--- src/hw/twi_seq_regs.vh ---
// Offsets, field positions, status codes and timing counts of the two-wire
// master sequencer. Assumes a 250 MHz core clock and a 32-bit APB master.
//
// Behaviour
// RL1: Data sent, ACK: flag set, status 0x28
// RL2: Data sent, NOT ACK: flag, status 0x30
// RL3: In 0x28/0x30 new byte sent, ack sampled
// RL4: Clear with start only: repeated START
// RL5: Clear with stop only: STOP, stop bit cleared
// RL6: Start and stop: STOP then START, clear stop
// RL7: Arbitration lost in address/data: status 0x38
// RL8: 0x38, no start: release bus, not addressed
// RL9: 0x38 with start: wait free bus, START
// RL10: Address read/write bit selects transmit or receive
// RL11: Software requests START with pattern 1x10x10x
// RL12: START when bus free, then status 0x08
// RL13: Software loads address+read, clears with 1x00x10x
// RL14: After address+read: status 0x38, 0x40, 0x48
// RL15: Received byte in data register at flag
// RL16: Software NACKs the last wanted byte
// RL17: Software ends with STOP or repeated START
// RL18: Repeated START (0x10) keeps the bus
// RL19: Prescaler bits of status read zero
// RL20: Bus activity suspended while flag set
// RL21: Data write with flag low: ignored, collision
// RL22: Receive: ACK if ack enable, else NOT ACK
// RL23: Clock held low while flag set, owning
// RL24: Writing zero to flag has no effect
`ifndef TWI_SEQ_REGS_VH
`define TWI_SEQ_REGS_VH

`define ADDR_CTRL       8'h00
`define ADDR_STATUS     8'h04
`define ADDR_DATA       8'h08

`define CTRL_DONE       7
`define CTRL_ACKEN      6
`define CTRL_STA        5
`define CTRL_STO        4
`define CTRL_WCOL       3
`define CTRL_EN         2

`define ST_START        8'h08
`define ST_RSTART       8'h10
`define ST_AW_ACK       8'h18
`define ST_AW_NACK      8'h20
`define ST_DT_ACK       8'h28
`define ST_DT_NACK      8'h30
`define ST_ARB_LOST     8'h38
`define ST_AR_ACK       8'h40
`define ST_AR_NACK      8'h48
`define ST_DR_ACK       8'h50
`define ST_DR_NACK      8'h58
`define ST_NO_INFO      8'hF8

`define CLK_PERIOD_NS   4
`define SCL_QUARTER_NS  2500
`define SCL_QUARTER_CYC ((`SCL_QUARTER_NS + `CLK_PERIOD_NS - 1) / `CLK_PERIOD_NS)

`endif

--- src/hw/pin_sync.v ---
// Two-flop synchroniser for pins from outside the core clock domain.
// Assumes nothing but a free-running core_clk.
module pin_sync #(
  parameter WIDTH = 2
) (
  input  wire             core_clk,
  input  wire             sys_rst,
  input  wire [WIDTH-1:0] din,
  output wire [WIDTH-1:0] dout
);
  reg [WIDTH-1:0] meta_ff;
  reg [WIDTH-1:0] sync_ff;

  // Idle bus level is high, so reset to ones avoids a false START
  always @(posedge core_clk) begin
    if (sys_rst) begin
      meta_ff <= {WIDTH{1'b1}};
      sync_ff <= {WIDTH{1'b1}};
    end else begin
      meta_ff <= din;
      sync_ff <= meta_ff;
    end
  end

  assign dout = sync_ff;
endmodule // pin_sync

--- src/hw/scl_tick.v ---
// Quarter-bit tick for the serial clock.
// Free running; the sequencer waits for it between bus phases.
module scl_tick #(
  parameter CYC = 625
) (
  input  wire core_clk,
  input  wire sys_rst,
  output wire tick
);
  localparam integer LAST_I = CYC - 1;
  localparam [15:0]  LAST   = LAST_I[15:0];

  reg [15:0] cnt_ff;
  reg        tick_ff;

  always @(posedge core_clk) begin
    if (sys_rst) begin
      cnt_ff  <= 16'h0000;
      tick_ff <= 1'b0;
    end else if (cnt_ff == LAST) begin
      cnt_ff  <= 16'h0000;
      tick_ff <= 1'b1;
    end else begin
      cnt_ff  <= cnt_ff + 16'h0001;
      tick_ff <= 1'b0;
    end
  end

  assign tick = tick_ff;
endmodule // scl_tick

--- src/hw/twi_master_seq.v ---
// Two-wire bus master sequencer with APB register access.
// Assumes open-drain pads outside: an enable high pulls the line low.
`include "twi_seq_regs.vh"

module twi_master_seq #(
  parameter QUARTER_CYC = `SCL_QUARTER_CYC
) (
  input  wire        core_clk,
  input  wire        sys_rst,
  input  wire        psel,
  input  wire        penable,
  input  wire        pwrite,
  input  wire [7:0]  paddr,
  input  wire [31:0] pwdata,
  output wire [31:0] prdata,
  output wire        pready,
  output wire        pslverr,
  input  wire        scl_i,
  output wire        scl_o,
  output wire        scl_oe,
  input  wire        sda_i,
  output wire        sda_o,
  output wire        sda_oe
);
  localparam [2:0] S_IDLE  = 3'd0;
  localparam [2:0] S_WFREE = 3'd1;
  localparam [2:0] S_START = 3'd2;
  localparam [2:0] S_BYTE  = 3'd3;
  localparam [2:0] S_STOP  = 3'd4;
  localparam [2:0] S_HOLD  = 3'd5;

  reg [31:0] prdata_ff;
  reg        pready_ff;
  reg        pslverr_ff;
  reg        low_ff;
  reg        scl_oe_ff;
  reg        sda_oe_ff;
  reg        en_ff;
  reg        ea_ff;
  reg        sta_ff;
  reg        sto_ff;
  reg        wcol_ff;
  reg        flag_ff;
  reg [7:0]  data_ff;
  reg [7:0]  status_ff;
  reg [2:0]  state_ff;
  reg [1:0]  ph_ff;
  reg [3:0]  bit_ff;
  reg [7:0]  sh_ff;
  reg        ack_ff;
  reg        own_ff;
  reg        addr_next_ff;
  reg        cur_addr_ff;
  reg        rw_ff;
  reg        rx_ff;
  reg        one_out_ff;
  reg        busy_ff;
  reg        scl_d_ff;
  reg        sda_d_ff;

  wire       scl_s;
  wire       sda_s;
  wire       tick;
  wire       access;
  wire       mapped;
  wire       wr;
  wire       ctrl_wr;
  wire       data_wr;
  wire       go;
  wire       adv;
  wire       tx_byte;
  wire       start_seen;
  wire       stop_seen;
  wire [7:0] done_code;

  function is_mapped;
    input [7:0] a;
    begin
      is_mapped = (a == `ADDR_CTRL) || (a == `ADDR_STATUS) || (a == `ADDR_DATA);
    end
  endfunction

  // Status after a whole byte and its acknowledge bit
  function [7:0] byte_code;
    input is_addr;
    input rw;
    input rx;
    input ack;
    begin
      if (is_addr && rw)
        byte_code = ack ? `ST_AR_ACK : `ST_AR_NACK;
      else if (is_addr)
        byte_code = ack ? `ST_AW_ACK : `ST_AW_NACK;
      else if (rx)
        byte_code = ack ? `ST_DR_ACK : `ST_DR_NACK;
      else
        byte_code = ack ? `ST_DT_ACK : `ST_DT_NACK;
    end
  endfunction

  pin_sync #(
    .WIDTH (2)
  ) u_sync (
    .core_clk (core_clk),
    .sys_rst  (sys_rst),
    .din      ({scl_i, sda_i}),
    .dout     ({scl_s, sda_s})
  );

  scl_tick #(
    .CYC (QUARTER_CYC)
  ) u_tick (
    .core_clk (core_clk),
    .sys_rst  (sys_rst),
    .tick     (tick)
  );

  // One wait state keeps pready and prdata registered
  assign access  = psel & penable & ~pready_ff;
  assign mapped  = is_mapped(paddr);
  assign wr      = psel & penable & pready_ff & pwrite & ~pslverr_ff;
  assign ctrl_wr = wr & (paddr == `ADDR_CTRL);
  assign data_wr = wr & (paddr == `ADDR_DATA);
  // RL24 only a one clears
  assign go      = ctrl_wr & pwdata[`CTRL_DONE] & pwdata[`CTRL_EN];
  // Clock stretching by a target holds phase 2 until the released line is high
  assign adv     = tick & ((ph_ff != 2'd2) | scl_s);
  assign tx_byte = ~rx_ff | cur_addr_ff;
  assign start_seen = scl_s & scl_d_ff & sda_d_ff & ~sda_s;
  assign stop_seen  = scl_s & scl_d_ff & ~sda_d_ff & sda_s;
  assign done_code  = byte_code(cur_addr_ff, rw_ff, rx_ff, ack_ff);

  always @(posedge core_clk) begin
    if (sys_rst) begin
      pready_ff  <= 1'b0;
      pslverr_ff <= 1'b0;
      prdata_ff  <= 32'h00000000;
    end else begin
      pready_ff  <= access;
      pslverr_ff <= access & ~mapped;
      if (access & ~pwrite) begin
        case (paddr)
          `ADDR_CTRL:
            prdata_ff <= {24'h000000, flag_ff, ea_ff, sta_ff, sto_ff,
                          wcol_ff, en_ff, 2'b00};
          // RL19 prescaler bits zero
          `ADDR_STATUS: prdata_ff <= {24'h000000, status_ff[7:3], 3'b000};
          `ADDR_DATA:   prdata_ff <= {24'h000000, data_ff};
          default:      prdata_ff <= 32'h00000000;
        endcase
      end
    end
  end

  // Bus monitor; another master's traffic marks the bus busy
  always @(posedge core_clk) begin
    if (sys_rst) begin
      scl_d_ff <= 1'b1;
      sda_d_ff <= 1'b1;
      busy_ff  <= 1'b0;
      low_ff   <= 1'b0;
    end else begin
      scl_d_ff <= scl_s;
      sda_d_ff <= sda_s;
      low_ff   <= 1'b0;
      if (start_seen)
        busy_ff <= 1'b1;
      else if (stop_seen)
        busy_ff <= 1'b0;
    end
  end

  always @(posedge core_clk) begin
    if (sys_rst) begin
      en_ff        <= 1'b0;
      ea_ff        <= 1'b0;
      sta_ff       <= 1'b0;
      sto_ff       <= 1'b0;
      wcol_ff      <= 1'b0;
      flag_ff      <= 1'b0;
      data_ff      <= 8'hFF;
      status_ff    <= `ST_NO_INFO;
      state_ff     <= S_IDLE;
      ph_ff        <= 2'd0;
      bit_ff       <= 4'd0;
      sh_ff        <= 8'h00;
      ack_ff       <= 1'b0;
      own_ff       <= 1'b0;
      addr_next_ff <= 1'b0;
      cur_addr_ff  <= 1'b0;
      rw_ff        <= 1'b0;
      rx_ff        <= 1'b0;
      one_out_ff   <= 1'b0;
      scl_oe_ff    <= 1'b0;
      sda_oe_ff    <= 1'b0;
    end else begin
      if (ctrl_wr) begin
        en_ff  <= pwdata[`CTRL_EN];
        ea_ff  <= pwdata[`CTRL_ACKEN];
        sta_ff <= pwdata[`CTRL_STA];
        sto_ff <= pwdata[`CTRL_STO];
      end
      if (go)
        flag_ff <= 1'b0;
      // RL21 collision on early write
      if (data_wr & ~flag_ff)
        wcol_ff <= 1'b1;
      else if (data_wr) begin
        wcol_ff <= 1'b0;
        data_ff <= pwdata[7:0];
      end

      if (ctrl_wr ? ~pwdata[`CTRL_EN] : ~en_ff) begin
        state_ff  <= S_IDLE;
        own_ff    <= 1'b0;
        flag_ff   <= 1'b0;
        scl_oe_ff <= 1'b0;
        sda_oe_ff <= 1'b0;
        status_ff <= `ST_NO_INFO;
      end else begin
        case (state_ff)
          S_IDLE: begin
            scl_oe_ff <= 1'b0;
            sda_oe_ff <= 1'b0;
            // RL11 start request
            if (go & pwdata[`CTRL_STA])
              state_ff <= S_WFREE;
          end
          S_WFREE: begin
            // RL9 wait for free bus
            if (~busy_ff & tick) begin
              state_ff <= S_START;
              ph_ff    <= 2'd0;
            end
          end
          S_START: begin
            if (adv) begin
              ph_ff <= ph_ff + 2'd1;
              case (ph_ff)
                2'd0: sda_oe_ff <= 1'b0;
                2'd1: scl_oe_ff <= 1'b0;
                2'd2: sda_oe_ff <= 1'b1;
                default: begin
                  scl_oe_ff    <= 1'b1;
                  // RL12 start done
                  // RL18 repeated start keeps bus
                  status_ff    <= own_ff ? `ST_RSTART : `ST_START;
                  flag_ff      <= 1'b1;
                  own_ff       <= 1'b1;
                  addr_next_ff <= 1'b1;
                  state_ff     <= S_HOLD;
                end
              endcase
            end
          end
          S_BYTE: begin
            if (adv) begin
              ph_ff <= ph_ff + 2'd1;
              case (ph_ff)
                2'd0: begin
                  if (bit_ff != 4'd8) begin
                    sda_oe_ff  <= tx_byte & ~sh_ff[7];
                    one_out_ff <= tx_byte & sh_ff[7];
                  end else begin
                    // RL22 ack from ack enable
                    sda_oe_ff  <= ~tx_byte & ea_ff;
                    one_out_ff <= ~tx_byte & ~ea_ff;
                  end
                end
                2'd1: scl_oe_ff <= 1'b0;
                2'd2: begin
                  if (one_out_ff & ~sda_s) begin
                    // RL7 arbitration lost
                    sda_oe_ff <= 1'b0;
                    own_ff    <= 1'b0;
                    flag_ff   <= 1'b1;
                    status_ff <= `ST_ARB_LOST;
                    state_ff  <= S_HOLD;
                  end else if (bit_ff != 4'd8)
                    sh_ff <= {sh_ff[6:0], sda_s};
                  else
                    ack_ff <= ~sda_s;
                end
                default: begin
                  scl_oe_ff <= 1'b1;
                  if (bit_ff == 4'd8) begin
                    // RL1 RL2 RL14 byte status
                    status_ff <= done_code;
                    flag_ff   <= 1'b1;
                    state_ff  <= S_HOLD;
                    // RL10 direction from address
                    if (cur_addr_ff)
                      rx_ff <= rw_ff;
                    // RL15 received byte readable
                    if (~tx_byte)
                      data_ff <= sh_ff;
                  end else
                    bit_ff <= bit_ff + 4'd1;
                end
              endcase
            end
          end
          S_STOP: begin
            if (adv) begin
              ph_ff <= ph_ff + 2'd1;
              case (ph_ff)
                2'd0: sda_oe_ff <= 1'b1;
                2'd1: scl_oe_ff <= 1'b0;
                2'd2: sda_oe_ff <= 1'b0;
                default: begin
                  // RL5 hardware clears stop
                  sto_ff    <= 1'b0;
                  own_ff    <= 1'b0;
                  rx_ff     <= 1'b0;
                  // RL6 start after stop
                  state_ff  <= sta_ff ? S_WFREE : S_IDLE;
                end
              endcase
            end
          end
          S_HOLD: begin
            // RL23 clock held low
            scl_oe_ff <= own_ff;
            // RL20 suspended until cleared
            if (go) begin
              status_ff <= `ST_NO_INFO;
              ph_ff     <= 2'd0;
              if (~own_ff) begin
                // RL8 release or RL9 restart
                scl_oe_ff <= 1'b0;
                sda_oe_ff <= 1'b0;
                state_ff  <= pwdata[`CTRL_STA] ? S_WFREE : S_IDLE;
              end else if (pwdata[`CTRL_STO])
                state_ff <= S_STOP;
              else if (pwdata[`CTRL_STA])
                // RL4 repeated start
                state_ff <= S_START;
              else begin
                // RL3 send loaded byte
                state_ff     <= S_BYTE;
                sh_ff        <= data_ff;
                rw_ff        <= data_ff[0];
                cur_addr_ff  <= addr_next_ff;
                addr_next_ff <= 1'b0;
                bit_ff       <= 4'd0;
              end
            end
          end
          default: state_ff <= S_IDLE;
        endcase
      end
    end
  end

  assign prdata  = prdata_ff;
  assign pready  = pready_ff;
  assign pslverr = pslverr_ff;
  assign scl_o   = low_ff;
  assign sda_o   = low_ff;
  assign scl_oe  = scl_oe_ff;
  assign sda_oe  = sda_oe_ff;
endmodule // twi_master_seq

--- config.mk ---
export PLATFORM = sky130hd
export DESIGN_NAME = twi_master_seq
export DESIGN_NICKNAME = d
export VERILOG_FILES = /design/src/hw/pin_sync.v /design/src/hw/scl_tick.v /design/src/hw/twi_master_seq.v
export VERILOG_INCLUDE_DIRS = /design/src /design/src/hw
export SDC_FILE = /design/constraint.sdc
export NUM_CORES = 1
export LEC_CHECK = 0
export BUFFER_PORTS_ARGS = -buffer_cell sky130_fd_sc_hd__buf_2
export CAP_MARGIN = 20
export CORE_MARGIN = 3
export CORE_UTILIZATION = 45
export CTS_CLUSTER_SIZE = 24
export DETAILED_ROUTE_END_ITERATION = 12
export MAX_ROUTING_LAYER = met4
export PLACE_DENSITY = 0.67
export SYNTH_ARGS = -nofsm -noshare
export SYNTH_HDL_FRONTEND = slang
export SYNTH_SLANG_ARGS = --single-unit
--- constraint.sdc ---
create_clock -name core_clk -period 2.5 [get_ports core_clk]
set_input_delay 0.125 -clock core_clk [delete_from_list [all_inputs] [get_ports core_clk]]
set_output_delay 0.125 -clock core_clk [all_outputs]
set_load 0.1 [all_outputs]
==> impl_metrics.py <==
metrics = {
    "outcome": {
        "status": "finished clean",
    },
    "grt": {
        "global_route_wire_length_before_repair_um": 17000,
        "total_grt_usage_pct": 19.1,
        "maximum_number_of_pins_on_one_net_before_global_route_repair": 38,
        "antenna_found_initial": 0,
        "gr-total-overflow": 0,
        "grt_pass1_vias": 3535,
    },
    "timing": {
        "post-route-period-util_pct": 94.9,
        "finalSetupViolations": 0,
        "fmaxAchievable_mhz": 421,
        "final.setup_skew_ns": 0.00916,
        "layout_min_cycle_time_ns": 2.37,
        "grt_setup_unrepaired": "no",
        "worst_slew_pin_slew_ns": 0.753,
        "final-hold-violation-count": 0,
        "drv_slew": 0,
        "relative_slew_margins_pct": 49.4,
    },
    "setup_path": {
        "setup.worst_path.start_class": "flip-flop",
        "reg2reg_from": "pslverr",
        "critical_path.reg2reg.endpoint": "rx_ff",
        "reg2reg_slack_ns": 0.13,
        "worst_path_largest_cell_delay_ns": 0.58,
        "worstPathMaxFanout": 11,
        "r2r.worst_path.cells": 6,
        "crit_required_ns": 2.78,
        "worstSetupEndpointType": "flip-flop",
        "arrival_ns": 2.65,
        "critical_path.cell_chain": "and4b_1 -> nand2_1 -> or4b_1 -> and2_2 -> or4_1 -> a21oi_1",
        "timing.setup.critical_path_class": "reg2reg",
        "critPathSlowestCell": "sky130_fd_sc_hd__or4b_1",
    },
    "clock_tree": {
        "clk_pin_slew_ns": 0.09,
        "cts_root_buffer": "sky130_fd_sc_hd__clkbuf_8",
        "cts-htree-levels": 3,
        "cts_made_buffers": 9,
        "tritoncts": "yes",
        "clock_tree_buf_depth": 2,
        "numClockSinks": 79,
        "worst_skew_pair.late_latency_ns": 0.35,
    },
    "floorplanning": {
        "dieArea_um2": 10800,
        "io_pins": 85,
        "floorplan.die.height_um": 104,
        "rows": 35,
        "area_inside_the_core_boundary_um2": 9280,
        "initial_utilization_pct": 46.7,
        "die_width_um": 104,
    },
    "detailed_routing": {
        "remaining_drcs": 0,
        "route.detailed.vias_per_inst": 5.43,
        "routed-via-count": 3781,
        "dr.pass1.iters": 5,
        "wl_per_cell_um": 14.5,
        "detailedRoute.firstIterationViolations": 241,
        "route.antenna.remaining_nets": 0,
        "final_wl_um": 10100,
    },
    "yosys": {
        "synth_ff_type": "sky130_fd_sc_hd__dfxtp_1",
        "mappedNetlistArea_um2": 4330,
        "synthArstFlopShare_pct": 0,
        "count_of_flip_flops_with_a_built_in_enable_after_synthesis": 0,
        "ys_warn_count": 0,
        "syn_avg_cell_area_um2": 8.24,
        "netlist_instances": 526,
        "yosys.cell_types.count": 66,
        "flip_flop_and_latch_count_after_synthesis": 79,
        "synth-seq-area-share_pct": 36.5,
    },
    "pwr": {
        "power_per_cell_area_nw_per_um2": 508,
        "peakVddDrop_uv": 286,
        "power_leakage_nw": 1.77,
    },
    "run": {
        "max-cap-violations": 0,
    },
    "cells_and_area": {
        "antenna_cells": 0,
        "area_growth_pct": 10.3,
        "finish.cell_count_without_fillers": 696,
        "share_of_final_layout_standard_cells_stronger_than_drive_strength_1_pct": 17.1,
        "layout.nets": 618,
        "utilization_pct": 51.5,
    },
    "hold_path": {
        "hold-path-cell-count": 3,
        "worst_hold_path_type": "in2reg",
        "whs_endpoint": "ea_ff",
        "holdCritStartpoint": "pwdata[6]",
    },
    "place": {
        "place_hpwl_um": 7420,
        "placed_cells": 678,
        "place.port_buffers": 34,
        "final_weighted_congestion_in_routability_driven_placement": 0.973,
    },
}
## cell usage after synthesis (all sizes together) (2+ instances only)
cell     instances  area (µm²)
nor3            11        66.3
a22oi            6        45.0
and2             2        12.5
or4              5        38.8
o32ai            2        17.5
o21ai           29         145
nand3b           5        37.5
a2111oi          2        36.3
o22ai            5        31.3
clkbuf          19        82.6
a21oi           24         120
xnor2            3        26.3
nor3b            2        15.0
a211oi           7        57.6
nor4             6        52.6
or2              6        37.5
ha               9         113
nor2            49         184
a21o             2        16.3
inv             14        52.6
or3              6        38.8
nor2b            7        43.8
nor4b            2        17.5
nand3           17        85.1
nand4            8        50.1
nand2           65         246
mux2i           24         240
o21a             8        60.1
mux2             8        90.1
a31oi           12        75.1
and4b            3        30.0
nand2b           5        31.3
o31ai            5        37.5
xor2             9        78.8
o211ai           5        37.5
and3             8        51.3
buf             33         234
dfxtp           79        1580
## repair_timing
action	4_1_cts	5_1_grt
gates resized for setup	0	1
endpoints found under the hold margin	2	0
hold buffers	2	0
buffers inserted	0	0
setup endpoints to repair	0	2
## final cells by class
cell class                      count  area [µm²]
Clock buffer                        9         124
Clock inverter                      7        55.1
Fill cell                         908        4500
Inverter                           15        56.3
Multi-Input combinational cell    404        2460
Sequential cell                    79        1590
Tap cell                          129         161
Timing Repair Buffer               53         330
## cells by family (layout without fill, tap and decap cells)
group,after synthesis,in the layout,synth area share [%]
AOI/OAI and AO/OA,113,113,16.9
xor gates and xnor gates,12,12,2.43
adders and majority gates,9,9,2.60
buffers and inverters,68,84,8.84
DFF,79,79,36.5
muxes,32,32,7.62
other,1,26,0.0865
and+or+nand+nor,212,212,25.0
## where the power goes
group	leakage, nW	total (mW)	internal, mW	switching (mW)
Sequential	0.640	1.28	1.27	0.00901
Clock	0.0828	0.875	0.369	0.506
Combinational	1.05	0.280	0.0415	0.239
## state kept, by name (all words and copies together), names as in the netlist, 2 cells and up
register	count
u_tick.cnt_ff	16
data_ff	8
prdata	8
sh_ff	8
status_ff	5
bit_ff	4
state_ff	3
ph_ff	2
u_sync.dout	2
u_sync.meta_ff	2
## through the flow
step	instance area (µm²)	setup WS [ns]	hold WS, ns	power [mW]	TNS (ns)
detailed placement	4580	0.122	0.311	1.58	0
global route	4780	0.0312	0.0405	2.51	0
CTS	4780	0.102	0.0380	2.45	0
finish	4780	0.127	0.0425	2.43	0
floorplan	4430	-0.0654	0.229	1.57	-0.523
global placement	4580	0.161	0.310	1.58	0
## routing by layer
metal	GRT usage (%)	routed length [µm]	vias to the layer above
met5	-	0	-
met4	5.79	161	0
met3	2.73	423	14
met2	29.2	4560	98
met1	26.4	4930	1782
li1	-	-	1887
## worst max-delay path by stage
stage                        start          to  slack (ns)
after floorplan             pready  data_ff[0]       -0.07
after global placement    paddr[1]       rx_ff        0.16
after detailed placement  paddr[1]       rx_ff        0.12
after CTS                  pslverr       rx_ff        0.10
after global routing       pslverr       rx_ff        0.03
final                      pslverr       rx_ff        0.13
## critical path: cells and delay by family, from the launching register on
kind	cells	cell delay [ns]
DFF	1	0.35
and+or+nand+nor	5	1.79
AOI/OAI and AO/OA	1	0.16
## cells in the final DEF (no fill, tap or decap), types with 3 or more instances in the layout
| master | netlist | layout |
|---|---|---|
| sky130_fd_sc_hd__conb_1 | 1 | 26 |
| sky130_fd_sc_hd__nand4_1 | 8 | 8 |
| sky130_fd_sc_hd__clkinvlp_4 | 0 | 3 |
| sky130_fd_sc_hd__o21a_1 | 8 | 8 |
| sky130_fd_sc_hd__nand2_1 | 64 | 64 |
| sky130_fd_sc_hd__a211oi_1 | 6 | 6 |
| sky130_fd_sc_hd__o211ai_1 | 5 | 5 |
| sky130_fd_sc_hd__and4b_1 | 3 | 3 |
| sky130_fd_sc_hd__a22oi_1 | 6 | 6 |
| sky130_fd_sc_hd__o22ai_1 | 5 | 5 |
| sky130_fd_sc_hd__or2_2 | 6 | 6 |
| sky130_fd_sc_hd__o21ai_0 | 29 | 29 |
| sky130_fd_sc_hd__inv_1 | 14 | 14 |
| sky130_fd_sc_hd__mux2i_1 | 24 | 24 |
| sky130_fd_sc_hd__clkbuf_8 | 1 | 9 |
| sky130_fd_sc_hd__nor2_1 | 49 | 49 |
| sky130_fd_sc_hd__nor4_1 | 5 | 5 |
| sky130_fd_sc_hd__a21oi_1 | 24 | 24 |
| sky130_fd_sc_hd__nand2b_1 | 5 | 5 |
| sky130_fd_sc_hd__xor2_1 | 9 | 9 |
| sky130_fd_sc_hd__nand3_1 | 17 | 17 |
| sky130_fd_sc_hd__nand3b_1 | 5 | 5 |
| sky130_fd_sc_hd__xnor2_1 | 3 | 3 |
| sky130_fd_sc_hd__buf_2 | 4 | 34 |
| sky130_fd_sc_hd__or3_1 | 5 | 5 |
| sky130_fd_sc_hd__dfxtp_1 | 79 | 77 |
| sky130_fd_sc_hd__ha_1 | 9 | 9 |
| sky130_fd_sc_hd__o31ai_1 | 5 | 5 |
| sky130_fd_sc_hd__mux2_2 | 8 | 8 |
| sky130_fd_sc_hd__and3_1 | 7 | 7 |
| sky130_fd_sc_hd__or4_1 | 4 | 4 |
| sky130_fd_sc_hd__buf_4 | 26 | 16 |
| sky130_fd_sc_hd__nor3_1 | 10 | 10 |
| sky130_fd_sc_hd__nor2b_1 | 7 | 7 |
| sky130_fd_sc_hd__a31oi_1 | 12 | 12 |
Note: power is estimated with default switching activity, not from simulation.
